## config.mk

```make
export PLATFORM = sky130hd
export DESIGN_NAME = sysctl_pins
export DESIGN_NICKNAME = d
export VERILOG_FILES = /design/src/core/sysctl_pkg.sv /design/src/core/pin_sync.sv /design/src/core/sysctl_pins.sv
export SDC_FILE = /design/constraint.sdc
export NUM_CORES = 1
export LEC_CHECK = 0
export ABC_AREA = 1
export BUFFER_PORTS_ARGS = -buffer_cell sky130_fd_sc_hd__buf_2
export CORE_AREA = 3 3 93 95
export DETAILED_ROUTE_END_ITERATION = 7
export DIE_AREA = 0 0 96 98
export PLACE_DENSITY_LB_ADDON = 0.2
export SETUP_SLACK_MARGIN = 0.4
export SYNTH_ARGS = -nofsm -noshare
export SYNTH_HDL_FRONTEND = slang
export SYNTH_HIERARCHICAL = 1
export SYNTH_SLANG_ARGS = --single-unit
```

## constraint.sdc

```tcl
create_clock -name clock -period 3 [get_ports clock]
set_input_delay 0.15 -clock clock [delete_from_list [all_inputs] [get_ports clock]]
set_output_delay 0.15 -clock clock [all_outputs]
set_load 0.005 [all_outputs]
```

## src/core/sysctl_pkg.sv

```systemverilog
package sysctl_pkg;
   localparam int CLOCK_PERIOD_NS = 10;
   localparam int IRQ_LINES = 4;
   localparam int SYNC_WIDTH = IRQ_LINES + 3;

   // bus hold and interrupt acknowledge timing, in ns, and derived cycle counts
   localparam int HOLD_FLOAT_MIN_NS = 40;
   localparam int RELEASE_DRIVE_NS = 30;
   localparam int RELEASE_GRANT_NS = 40;
   localparam int IRQ_ACKNOWLEDGE_MIN_NS = 90;
   localparam logic [3:0] HOLD_FLOAT_CYC =
      4'((HOLD_FLOAT_MIN_NS + CLOCK_PERIOD_NS - 1) / CLOCK_PERIOD_NS);
   localparam logic [3:0] RELEASE_DRIVE_CYC =
      4'((RELEASE_DRIVE_NS + CLOCK_PERIOD_NS - 1) / CLOCK_PERIOD_NS);
   localparam logic [3:0] RELEASE_GRANT_CYC =
      4'((RELEASE_GRANT_NS + CLOCK_PERIOD_NS - 1) / CLOCK_PERIOD_NS);
   localparam logic [3:0] IRQ_ACKNOWLEDGE_MIN_CYC =
      4'((IRQ_ACKNOWLEDGE_MIN_NS + CLOCK_PERIOD_NS - 1) / CLOCK_PERIOD_NS);
   localparam logic [3:0] BURST_RETAIN_COUNT = 4'h8;

   // register map, byte addresses
   localparam logic [3:0] CTRL_OFFSET = 4'h0;
   localparam logic [3:0] STATUS_OFFSET = 4'h4;
   localparam logic [3:0] PENDING_OFFSET = 4'h8;
   localparam int CTRL_HOLD_DISABLE_BIT = 0;
   localparam int CTRL_BURST_RETAIN_BIT = 1;
   localparam logic CTRL_HOLD_DISABLE_RESET = 1'b0;
   localparam logic CTRL_BURST_RETAIN_RESET = 1'b0;
   localparam int STATUS_GRANTED_BIT = 0;
   localparam int STATUS_FLOATED_BIT = 1;
   localparam int STATUS_REQUEST_BIT = 2;
   localparam int STATUS_IN_RESET_BIT = 3;
   localparam int STATUS_STRAP_BIT = 4;
   localparam int STATUS_IRQ_NUM_LSB = 8;

   // interrupt number of line 0; arbitrary base
   localparam logic [3:0] IRQ_NUM_BASE = 4'h4;

   // synchroniser lane positions and reset values
   localparam int SYNC_HOLD_BIT = 0;
   localparam int SYNC_RESET_BIT = 1;
   localparam int SYNC_CS_BIT = 2;
   localparam int SYNC_IRQ_LSB = 3;
   localparam logic [SYNC_WIDTH-1:0] SYNC_RESET_VAL = 7'h05;

   typedef enum logic [2:0] {
      HOLD_IDLE = 3'b000,
      HOLD_DRAIN = 3'b001,
      HOLD_FLOAT = 3'b010,
      HOLD_GRANTED = 3'b011,
      HOLD_RELEASE = 3'b100
   } hold_state_e;

   typedef enum logic [1:0] {
      SVC_IDLE = 2'b00,
      SVC_WAIT = 2'b01,
      SVC_ACK = 2'b10
   } svc_state_e;
endpackage

```

## src/core/pin_sync.sv

```systemverilog
`timescale 1ns/10ps
module pin_sync
   import sysctl_pkg::*;
#(
   parameter int WIDTH = SYNC_WIDTH,
   parameter logic [SYNC_WIDTH-1:0] RESET_VAL = SYNC_RESET_VAL
) (
   input wire logic clock,
   input wire logic resetn,
   input wire logic [WIDTH-1:0] async_in,
   output logic [WIDTH-1:0] sync_out
);
   logic [WIDTH-1:0] meta_reg;

   // first stage feeds only the second
   always_ff @(posedge clock or negedge resetn) begin
      if (!resetn) begin
         meta_reg <= RESET_VAL[WIDTH-1:0];
         sync_out <= RESET_VAL[WIDTH-1:0];
      end else begin
         meta_reg <= async_in;
         sync_out <= meta_reg;
      end
   end
endmodule

```

## src/core/sysctl_pins.sv

```systemverilog
`timescale 1ns/10ps
module sysctl_pins
   import sysctl_pkg::*;
(
   input wire logic clock,
   input wire logic resetn,
   input wire logic [3:0] avs_address,
   input wire logic avs_read,
   input wire logic avs_write,
   input wire logic [31:0] avs_writedata,
   input wire logic [3:0] avs_byteenable,
   output logic [31:0] avs_readdata,
   output logic avs_waitrequest,
   input wire logic bus_request_n,
   output logic bus_grant_n,
   output logic bus_drive_en,
   output logic mem_hold_pending,
   input wire logic mem_busy,
   input wire logic sdram_access,
   input wire logic reset_pin_n,
   input wire logic host_chip_select_n,
   input wire logic host_busy,
   output logic host_ready_n,
   input wire logic host_data_oe_src,
   output logic host_data_oe,
   input wire logic serial_port_oe_src,
   output logic serial_port_oe,
   input wire logic [IRQ_LINES-1:0] external_irq_in,
   output logic irq_acknowledge,
   output logic [3:0] irq_number,
   output logic second_clock_out,
   input wire logic [3:0] dma_activity_src,
   output logic [3:0] dma_activity,
   input wire logic power_down_src,
   output logic power_down_flag,
   input wire logic timer0_src,
   output logic timer0_out,
   input wire logic timer1_src,
   output logic timer1_out,
   input wire logic host_irq_src,
   output logic host_irq_out
);
   logic [SYNC_WIDTH-1:0] pins_s;
   logic req_n_s;
   logic dev_rst_reg;
   logic strap_cs_reg;
   logic hold_disable_reg;
   logic burst_retain_reg;
   logic ack_reg;
   hold_state_e hold_state_reg;
   logic [3:0] hold_cnt_reg;
   logic [3:0] burst_cnt_reg;
   logic burst_latch_reg;
   logic [IRQ_LINES-1:0] irq_prev_reg;
   logic [IRQ_LINES-1:0] irq_pend_reg;
   logic [IRQ_LINES-1:0] irq_clear;
   svc_state_e svc_state_reg;
   logic [3:0] svc_cnt_reg;
   logic [1:0] svc_line_reg;
   logic [1:0] pick_line;
   logic clk2_fall;

   pin_sync u_sync (
      .clock(clock),
      .resetn(resetn),
      .async_in({external_irq_in, host_chip_select_n, reset_pin_n, bus_request_n}),
      .sync_out(pins_s)
   );

   assign req_n_s = pins_s[SYNC_HOLD_BIT];

   // device reset follows the synced pin, so it lags the pin by three edges
   always_ff @(posedge clock or negedge resetn) begin
      if (!resetn) begin
         dev_rst_reg <= 1'b1;
      end else begin
         dev_rst_reg <= ~pins_s[SYNC_RESET_BIT];
      end
   end

   // chip select is caught while the device sits in reset
   always_ff @(posedge clock or negedge resetn) begin
      if (!resetn) begin
         strap_cs_reg <= 1'b1;
      end else if (dev_rst_reg) begin
         strap_cs_reg <= pins_s[SYNC_CS_BIT];
      end
   end

   // register slave: one wait cycle, answer on the second edge
   assign avs_waitrequest = (avs_read | avs_write) & ~ack_reg;

   always_ff @(posedge clock or negedge resetn) begin
      if (!resetn) begin
         ack_reg <= 1'b0;
      end else begin
         ack_reg <= (avs_read | avs_write) & ~ack_reg;
      end
   end

   always_ff @(posedge clock or negedge resetn) begin
      if (!resetn) begin
         hold_disable_reg <= CTRL_HOLD_DISABLE_RESET;
         burst_retain_reg <= CTRL_BURST_RETAIN_RESET;
      end else if (avs_write && ack_reg && avs_address == CTRL_OFFSET && avs_byteenable[0]) begin
         hold_disable_reg <= avs_writedata[CTRL_HOLD_DISABLE_BIT];
         burst_retain_reg <= avs_writedata[CTRL_BURST_RETAIN_BIT];
      end
   end

   always_ff @(posedge clock or negedge resetn) begin
      if (!resetn) begin
         avs_readdata <= 32'h0000_0000;
      end else if (avs_read && !ack_reg) begin
         avs_readdata <= 32'h0000_0000;
         unique case (avs_address)
            CTRL_OFFSET: begin
               avs_readdata[CTRL_HOLD_DISABLE_BIT] <= hold_disable_reg;
               avs_readdata[CTRL_BURST_RETAIN_BIT] <= burst_retain_reg;
            end
            STATUS_OFFSET: begin
               avs_readdata[STATUS_GRANTED_BIT] <= ~bus_grant_n;
               avs_readdata[STATUS_FLOATED_BIT] <= ~bus_drive_en;
               avs_readdata[STATUS_REQUEST_BIT] <= ~req_n_s;
               avs_readdata[STATUS_IN_RESET_BIT] <= dev_rst_reg;
               avs_readdata[STATUS_STRAP_BIT] <= strap_cs_reg;
               avs_readdata[STATUS_IRQ_NUM_LSB +: 4] <= irq_number;
            end
            PENDING_OFFSET: begin
               avs_readdata[IRQ_LINES-1:0] <= irq_pend_reg;
            end
            default: begin
               avs_readdata <= 32'h0000_0000;
            end
         endcase
      end
   end

   // bus hold sequencer; every change lands on a rising edge
   assign mem_hold_pending = (hold_state_reg == HOLD_DRAIN);

   always_ff @(posedge clock or negedge resetn) begin
      if (!resetn) begin
         hold_state_reg <= HOLD_IDLE;
         hold_cnt_reg <= 4'h0;
         burst_cnt_reg <= 4'h0;
         burst_latch_reg <= 1'b0;
         bus_drive_en <= 1'b0;
         bus_grant_n <= 1'b1;
      end else if (dev_rst_reg) begin
         hold_state_reg <= HOLD_IDLE;
         hold_cnt_reg <= 4'h0;
         burst_cnt_reg <= 4'h0;
         burst_latch_reg <= 1'b0;
         bus_drive_en <= 1'b0;
         bus_grant_n <= 1'b1;
      end else begin
         unique case (hold_state_reg)
            HOLD_IDLE: begin
               bus_drive_en <= 1'b1;
               bus_grant_n <= 1'b1;
               if (!req_n_s && !hold_disable_reg) begin
                  hold_state_reg <= HOLD_DRAIN;
                  hold_cnt_reg <= 4'h1;
                  burst_cnt_reg <= {3'h0, sdram_access};
                  burst_latch_reg <= burst_retain_reg & sdram_access;
               end
            end
            HOLD_DRAIN: begin
               if (hold_cnt_reg != 4'hf) begin
                  hold_cnt_reg <= hold_cnt_reg + 4'h1;
               end
               if (sdram_access && burst_cnt_reg != 4'hf) begin
                  burst_cnt_reg <= burst_cnt_reg + 4'h1;
               end
               if (req_n_s || hold_disable_reg) begin
                  hold_state_reg <= HOLD_IDLE;
               end else if (hold_cnt_reg >= HOLD_FLOAT_CYC && !mem_busy
                     && (!burst_latch_reg || burst_cnt_reg >= BURST_RETAIN_COUNT)) begin
                  hold_state_reg <= HOLD_FLOAT;
                  bus_drive_en <= 1'b0;
               end
            end
            HOLD_FLOAT: begin
               hold_state_reg <= HOLD_GRANTED;
               bus_grant_n <= 1'b0;
            end
            HOLD_GRANTED: begin
               if (req_n_s) begin
                  hold_state_reg <= HOLD_RELEASE;
                  hold_cnt_reg <= 4'h1;
               end
            end
            HOLD_RELEASE: begin
               hold_cnt_reg <= hold_cnt_reg + 4'h1;
               if (hold_cnt_reg == RELEASE_DRIVE_CYC - 4'h1) begin
                  bus_drive_en <= 1'b1;
               end
               if (hold_cnt_reg == RELEASE_GRANT_CYC - 4'h1) begin
                  bus_grant_n <= 1'b1;
                  hold_state_reg <= HOLD_IDLE;
               end
            end
            default: begin
               hold_state_reg <= HOLD_IDLE;
            end
         endcase
      end
   end

   // second clock runs at half rate
   always_ff @(posedge clock or negedge resetn) begin
      if (!resetn) begin
         second_clock_out <= 1'b0;
      end else begin
         second_clock_out <= ~second_clock_out;
      end
   end

   assign clk2_fall = second_clock_out;

   // a new edge wins over a clear in the same cycle
   generate
      for (genvar i = 0; i < IRQ_LINES; i++) begin : g_irq
         always_ff @(posedge clock or negedge resetn) begin
            if (!resetn) begin
               irq_prev_reg[i] <= 1'b0;
               irq_pend_reg[i] <= 1'b0;
            end else begin
               irq_prev_reg[i] <= pins_s[SYNC_IRQ_LSB + i];
               if (dev_rst_reg) begin
                  irq_pend_reg[i] <= 1'b0;
               end else if (pins_s[SYNC_IRQ_LSB + i] && !irq_prev_reg[i]) begin
                  irq_pend_reg[i] <= 1'b1;
               end else if (irq_clear[i]) begin
                  irq_pend_reg[i] <= 1'b0;
               end
            end
         end
         assign irq_clear[i] = (svc_state_reg == SVC_ACK) && clk2_fall
            && (svc_line_reg == 2'(i));
      end
   endgenerate

   always_comb begin
      pick_line = 2'h0;
      for (int j = IRQ_LINES - 1; j >= 0; j--) begin
         if (irq_pend_reg[j]) begin
            pick_line = 2'(j);
         end
      end
   end

   // acknowledge engine; lowest pending line first
   always_ff @(posedge clock or negedge resetn) begin
      if (!resetn) begin
         svc_state_reg <= SVC_IDLE;
         svc_cnt_reg <= 4'h0;
         svc_line_reg <= 2'h0;
         irq_acknowledge <= 1'b0;
         irq_number <= 4'h0;
      end else if (dev_rst_reg) begin
         svc_state_reg <= SVC_IDLE;
         svc_cnt_reg <= 4'h0;
         irq_acknowledge <= 1'b0;
         irq_number <= 4'h0;
      end else begin
         unique case (svc_state_reg)
            SVC_IDLE: begin
               if (|irq_pend_reg) begin
                  svc_state_reg <= SVC_WAIT;
                  svc_line_reg <= pick_line;
                  svc_cnt_reg <= 4'h1;
               end
            end
            SVC_WAIT: begin
               if (svc_cnt_reg != 4'hf) begin
                  svc_cnt_reg <= svc_cnt_reg + 4'h1;
               end
               if (svc_cnt_reg >= IRQ_ACKNOWLEDGE_MIN_CYC && clk2_fall) begin
                  svc_state_reg <= SVC_ACK;
                  irq_acknowledge <= 1'b1;
                  irq_number <= IRQ_NUM_BASE + {2'h0, svc_line_reg};
               end
            end
            SVC_ACK: begin
               if (clk2_fall) begin
                  svc_state_reg <= SVC_IDLE;
                  irq_acknowledge <= 1'b0;
                  irq_number <= 4'h0;
               end
            end
            default: begin
               svc_state_reg <= SVC_IDLE;
            end
         endcase
      end
   end

   // pin groups held at their reset levels while the device is in reset; host ready follows the select
   always_ff @(posedge clock or negedge resetn) begin
      if (!resetn) begin
         dma_activity <= 4'h0;
         power_down_flag <= 1'b0;
         timer0_out <= 1'b0;
         timer1_out <= 1'b0;
         host_irq_out <= 1'b1;
         host_data_oe <= 1'b0;
         serial_port_oe <= 1'b0;
         host_ready_n <= 1'b0;
      end else if (dev_rst_reg) begin
         dma_activity <= 4'h0;
         power_down_flag <= 1'b0;
         timer0_out <= 1'b0;
         timer1_out <= 1'b0;
         host_irq_out <= 1'b1;
         host_data_oe <= 1'b0;
         serial_port_oe <= 1'b0;
         // live select, so the level agrees with the catch made on this same edge
         host_ready_n <= ~pins_s[SYNC_CS_BIT];
      end else begin
         dma_activity <= dma_activity_src;
         power_down_flag <= power_down_src;
         timer0_out <= timer0_src;
         timer1_out <= timer1_src;
         host_irq_out <= host_irq_src;
         host_data_oe <= host_data_oe_src;
         serial_port_oe <= serial_port_oe_src;
         // ready is forced low whenever the host is not selected
         host_ready_n <= ~pins_s[SYNC_CS_BIT] & host_busy;
      end
   end

   property p_float_min;
      @(posedge clock) disable iff (!resetn)
      ($fell(req_n_s) && hold_state_reg == HOLD_IDLE && !dev_rst_reg) |-> bus_drive_en[*4];
   endproperty
   a_float_min: assert property (p_float_min) else $error("bus floated too early");

   property p_grant_after_float;
      @(posedge clock) disable iff (!resetn)
      ($fell(bus_drive_en) && !dev_rst_reg && !$past(dev_rst_reg)) |-> ##[1:2] !bus_grant_n;
   endproperty
   a_grant_after_float: assert property (p_grant_after_float) else $error("grant late");

   property p_grant_release;
      @(posedge clock) disable iff (!resetn || dev_rst_reg)
      ($rose(req_n_s) && hold_state_reg == HOLD_GRANTED) |->
         !bus_grant_n[*2] ##[1:3] bus_grant_n;
   endproperty
   a_grant_release: assert property (p_grant_release) else $error("grant release timing");

   property p_drive_release;
      @(posedge clock) disable iff (!resetn || dev_rst_reg)
      ($rose(req_n_s) && hold_state_reg == HOLD_GRANTED) |-> !bus_drive_en ##[1:4] bus_drive_en;
   endproperty
   a_drive_release: assert property (p_drive_release) else $error("bus drive resume timing");

   property p_drain_first;
      @(posedge clock) disable iff (!resetn)
      ($fell(bus_drive_en) && hold_state_reg == HOLD_FLOAT) |-> !$past(mem_busy);
   endproperty
   a_drain_first: assert property (p_drain_first) else $error("floated during transfer");

   property p_hold_disable;
      @(posedge clock) disable iff (!resetn)
      (hold_disable_reg && hold_state_reg == HOLD_IDLE) |=> hold_state_reg == HOLD_IDLE;
   endproperty
   a_hold_disable: assert property (p_hold_disable) else $error("hold taken while disabled");

   property p_burst_retain;
      @(posedge clock) disable iff (!resetn)
      (hold_state_reg == HOLD_FLOAT && burst_latch_reg) |-> burst_cnt_reg >= 4'h8;
   endproperty
   a_burst_retain: assert property (p_burst_retain) else $error("burst cut short");

   property p_granted_floats;
      @(posedge clock) disable iff (!resetn)
      // release lets the bus be driven again one edge before grant returns high
      (!bus_grant_n && hold_state_reg == HOLD_GRANTED) |-> !bus_drive_en;
   endproperty
   a_granted_floats: assert property (p_granted_floats) else $error("bus driven while granted");

   property p_reset_response;
      @(posedge clock) disable iff (!resetn)
      $rose(dev_rst_reg) |-> !$past(reset_pin_n, 3);
   endproperty
   a_reset_response: assert property (p_reset_response) else $error("reset seen too soon");

   property p_reset_groups;
      @(posedge clock) disable iff (!resetn)
      (dev_rst_reg && $past(dev_rst_reg)) |-> (irq_number == 4'h0 && !irq_acknowledge
         && dma_activity == 4'h0 && !timer0_out && host_irq_out && !host_data_oe
         && !bus_drive_en && host_ready_n == ~strap_cs_reg);
   endproperty
   a_reset_groups: assert property (p_reset_groups) else $error("reset pin groups wrong");

   property p_irq_acknowledge_latency;
      @(posedge clock) disable iff (!resetn)
      $rose(irq_acknowledge) |-> $past(svc_cnt_reg) >= 4'h9 && $fell(second_clock_out);
   endproperty
   a_irq_acknowledge_latency: assert property (p_irq_acknowledge_latency) else $error("acknowledge too early");

   property p_irq_acknowledge_number;
      @(posedge clock) disable iff (!resetn)
      irq_acknowledge |-> irq_number == IRQ_NUM_BASE + {2'h0, svc_line_reg};
   endproperty
   a_irq_acknowledge_number: assert property (p_irq_acknowledge_number) else $error("wrong interrupt number");

   c_grant: cover property (@(posedge clock) disable iff (!resetn) $fell(bus_grant_n));
   c_burst: cover property (@(posedge clock) disable iff (!resetn)
      hold_state_reg == HOLD_FLOAT && burst_latch_reg);
   c_irq_acknowledge: cover property (@(posedge clock) disable iff (!resetn) $rose(irq_acknowledge));
   c_reset: cover property (@(posedge clock) disable iff (!resetn) $fell(dev_rst_reg));
endmodule

```

# Yosys cells after proc, flatten, opt, wreduce, memory -nomap -nowiden
# Index checks and enable logic that the tools add are counted.
# word_totals
register_bits	75
elab_cells	212
output_inout_bits	53
in_bits	64
# classes
eq_ne	29
n_lt_le_gt_ge	3
n_mux	72
bitwise_logic	12
n_reduce_logical	56
n_addsub	4
# op_table
cell	n
4-bit two-way mux	15
1-bit two-way mux	32
3-bit inequality test, second input constant	8
4-bit one-hot mux with 2 select lines	3
3-bit nonzero test	7
1-bit logical AND	18
3-bit two-way mux	6
2-bit two-way mux	8
4-bit one-hot mux with 4 select lines	1
3-bit one-hot mux with 5 select lines	1
3-bit AND reduction	5
4-bit by 1-bit adder with 4-bit output, second input constant	3
4-bit inequality test, second input constant	3
2-bit one-hot mux with 3 select lines	2
4-bit AND reduction	3
1-bit logical NOT	9
3-bit by 1-bit inequality test with 1-bit output, second input constant	3
4-bit by 2-bit equality test with 1-bit output, second input constant	2
4-bit greater-or-equal comparator, second input constant	2
1-bit NOT	8
4-bit nonzero test	2
2-bit equality test, second input constant	3
3-bit by 2-bit equality test with 1-bit output, second input constant	2
1-bit one-hot mux with 3 select lines	2
other kinds (21)	28

# Depth between registers and ports, before layout
# depth
word_depth	7
depth_mapped	10
depth_no_buf	9

# By module
# The synthesis kept the hierarchy.
# by_module_without_submodules
mod	seq_area_each_um2	instances	area_per_inst_um2	cells_per_inst
sysctl_pins	1456.4	1	3148.0	393
pin_sync	355.3	1	355.3	14

# Worst setup path after synthesis
# OpenSTA, ideal clock, no wires.
# synth_path
path_type	flip-flop to flip-flop
from	register dev_rst_reg
to	register svc_cnt_reg[0]
t_arrival_ns	1.235
synth_period_minus_slack_ns	1.353
setup_time_ns	0.118
path_stages_with_launch	10
path_buffers	2
required_time_ns	2.882
slack_ns	1.647
path_cell_list	dfstp_2 -> buf_6 -> inv_4 -> buf_6 -> nand3_2 -> nor2_2 -> nor2_1 -> o21ai_2 -> nand2_1 -> nand2_1
# synth_via
elab_chain_len	2
word_cells_on_any_way	5
classes_between	eq/ne (2); mux (1); reduce/logical (2)
# synth_rtl
element	line_no	text
from (decl)	sysctl_pins.sv:45	logic dev_rst_reg;
from (signal assigned)	sysctl_pins.sv:77	dev_rst_reg <= ~pins_s[SYNC_RESET_BIT];
3-bit inequality test (no line) or 3-bit nonzero test (tied branches)	-	
3-bit AND reduction (no line)	-	
to (signal assigned)	sysctl_pins.sv:278	svc_cnt_reg <= svc_cnt_reg + 4'h1;
to (decl)	sysctl_pins.sv:58	logic [3:0] svc_cnt_reg;
# Several ways; a longest one is shown, not always the timed one.
# A chain may end at the register's enable or synchronous reset.

# Final worst setup path
# layout_path
from	register dev_rst_reg
to	register svc_cnt_reg[3]
# Same word-level chain as after synthesis.

==> reports/qor.yml <==
status:
  run_status: "complete, but fails checks"
  violations: "negative hold slack"
critical_path:
  rr_worst_depth: 6
  reg2reg_to: "svc_cnt_reg[3]$_DFFE_PN0P_"
  cp_data_arrival_time_ns: 1.92
  worstPathRequired_ns: 3.28
  critPathTopFamily: "flip-flops"
  path_max_fanout: 20
  cpPeakStageDelay_ns: 0.73
  worstReg2RegStart: "dev_rst_reg$_DFF_PN1_"
  r2r_slack_ns: 1.35
  cpMostUsedCell: "nand2_1"
  path_cells: "inv_4 -> nand2_1 -> nor2_1 -> nor3_1 -> nand2_1 -> nand2_1"
  worst-path-buf-inv: 1
  end_kind: "register"
  crit_cells: 6
  start_kind: "register"
  cpMaxStageDelayCell: "dfstp_2"
  crit_type: "reg2reg"
place:
  place_area_mm2: 0.00379
  dp_hpwl_mm: 4.95
  preCtsSetupSlack_ns: 1.36
  dp.cells: 561
  routabilityCongestion: 0.803
  port_buffers: 58
final_layout:
  nFillCells: 727
  drive_gt1_frac: 0.238
  post-route-cell-area_mm2: 0.00416
  antenna_cells: 0
  nNetsFinal: 558
  area_delta_synth_final_pct: 18.8
  instances_no_fill: 594
  fin_util: 0.533
  largest_register_ffs: 8
power:
  power_mw: 2.49
  p_leak_nw: 2.22
  power_switching_uw: 831
  p_sw_frac: 0.334
  seqPwrFrac: 0.468
  power.share.clock: 0.312
  comb_power_share: 0.220
  p_int_mw: 1.66
  peakVddDrop_v: 0.000333
  power_density_mw_per_mm2: 598
global_routing:
  grt_max_degree: 73
  overflow: 0
  antenna_found_initial: 0
  first_global_vias: 2583
  grt_first_pass_wirelength_mm: 11.5
  grt.total_usage: 0.155
die:
  core_mm2: 0.00781
  start_util: 0.449
  die_w_um: 96
  io_pins: 117
  rows: 32
  dieArea_mm2: 0.00941
  die_y_um: 98
timing:
  finalHoldViolCount: 3
  grt_setup_unrepaired: "false"
  relSlewSlack: 0.411
  worstMarginPinSlew_ns: 0.884
  final.period_utilization: 0.550
  fin_skew_ns: 0.00976
  finalCriticalPeriod_ns: 1.65
  max_freq_mhz: 606
  fin_ws_ns: 1.35
  holdWs_ns: -0.0158
  setup_violations: 0
  fin_tns_setup_ns: 0
  slew_viol_final: 0
detailed_routing:
  first_pass_iters: 4
  wl_per_cell_um: 11.8
  drtIter0Drc: 137
  vias: 2774
  vias_per_cell: 4.67
  wl_mm: 6.98
  ant_nets: 0
  drcViolationCount: 0
clock_network:
  clock_path_buffers: 2
  cts_resized: 0
  path_clk_slew_ns: 0.08
  postCtsHoldBufs: 17
  cts_tree: "built"
  clock-sinks: 72
  numCtsBuffers: 9
  insertion_delay_ns: 0.34
  postCtsSetupBuffers: 0
  htree_levels: 3
  cts-root-buf: "clkbuf_8"
yosys:
  ys_seq_elements: 72
  synth_area_per_cell_um2: 8.61
  synth_cell_types: 32
  syn-instance-count: 407
  ys_seq_area_frac: 0.517
  syn-cell-area_mm2: 0.00350
  synth_warnings: 6
worst_hold_path:
  worstHoldPathType: "in2async"
job:
  cap_violations: 0
how the worst max path moves through the flow:
| stage | startpoint | endpoint | slack [ns] |
|---|---|---|---|
| 3_5_place_dp | dev_rst_reg$_DFF_PN1_ | svc_cnt_reg[0]$_DFFE_PN0P_ | 1.36 |
| 3_3_place_gp | dev_rst_reg$_DFF_PN1_ | svc_cnt_reg[1]$_DFFE_PN0P_ | 1.40 |
| 5_1_grt | dev_rst_reg$_DFF_PN1_ | svc_cnt_reg[3]$_DFFE_PN0P_ | 1.24 |
| 4_1_cts | dev_rst_reg$_DFF_PN1_ | svc_cnt_reg[0]$_DFFE_PN0P_ | 1.34 |
| 2_1_floorplan | dev_rst_reg$_DFF_PN1_ | svc_cnt_reg[0]$_DFFE_PN0P_ | 1.65 |
| 6_report | dev_rst_reg$_DFF_PN1_ | svc_cnt_reg[3]$_DFFE_PN0P_ | 1.35 |
Yosys cell counts (all sizes together):
cell type  instances  share of area
a21oi             11          0.016
a31o               1         0.0025
a31oi              2         0.0036
buf               29          0.064
clkbuf             3         0.0032
conb               1         0.0011
dfrtp             64           0.46
dfstp              8          0.060
ha                 7          0.025
inv               51          0.055
nand2            101           0.11
nand3             34          0.059
nand4             13          0.023
nor2              52          0.064
nor3               3         0.0043
o21a               1         0.0021
o21ai             20          0.034
o21bai             1         0.0021
or2                3         0.0054
xor2               2         0.0050
area by class of cell:
| cell class | count | area, um^2 | share of cell area |
|---|---|---|---|
| clock buffer | 9 | 124 | 0.0298 |
| clock inverter | 7 | 78.8 | 0.0189 |
| inverter | 51 | 194 | 0.0466 |
| multi-input combinational | 276 | 1350 | 0.325 |
| sequential | 72 | 1810 | 0.435 |
| tap | 102 | 128 | 0.0307 |
| timing repair buffer | 77 | 475 | 0.114 |
routing by layer:
| metal | part of all wire | vias up | track usage | wire [um] |
|---|---|---|---|---|
| li1 | - | 1393 | - | - |
| met1 | 0.44 | 1302 | 0.189 | 3100 |
| met2 | 0.49 | 74 | 0.255 | 3390 |
| met3 | 0.061 | 5 | 0.0578 | 429 |
| met4 | 0.0082 | 0 | 0.0383 | 57 |
| met5 | 0 | - | 0 | 0 |
cells in the final DEF (no fill, tap or decap), types with 10 or more instances in the layout:
cell type and n:
a21oi_1 11, buf_2 58, conb_1 25, dfrtp_1 64, dlygate4sd3_1 17, inv_1 40
inv_2 10, nand2_1 98, nand3_1 30, nand4_1 13, nor2_1 44
cells by family after synthesis:
kind of cell    share of synthesized area
fa+ha+maj                          0.0250
simple gates                        0.269
other cells                       0.00107
compound gates                     0.0600
buf+inv                             0.123
flops                               0.517
xor+xnor                          0.00500
worst register-to-register path: cells and delay by family, from the launching register on:
family | cells | cell delay, ns
buffers and inverters | 1 | 0.18
flip-flops | 1 | 0.73
AND/OR/NAND/NOR | 5 | 0.67
power by group through the flow:
stage | registers (mW) | logic, mW | clock network [mW]
final | 1.16 | 0.548 | 0.778
after floorplan | 1.16 | 0.417 | 0
after global routing | 1.18 | 0.630 | 0.846
after CTS | 1.17 | 0.554 | 0.805
after global placement | 1.18 | 0.527 | 0
after detailed placement | 1.18 | 0.535 | 0
Note: power is estimated with default switching activity, not from simulation.
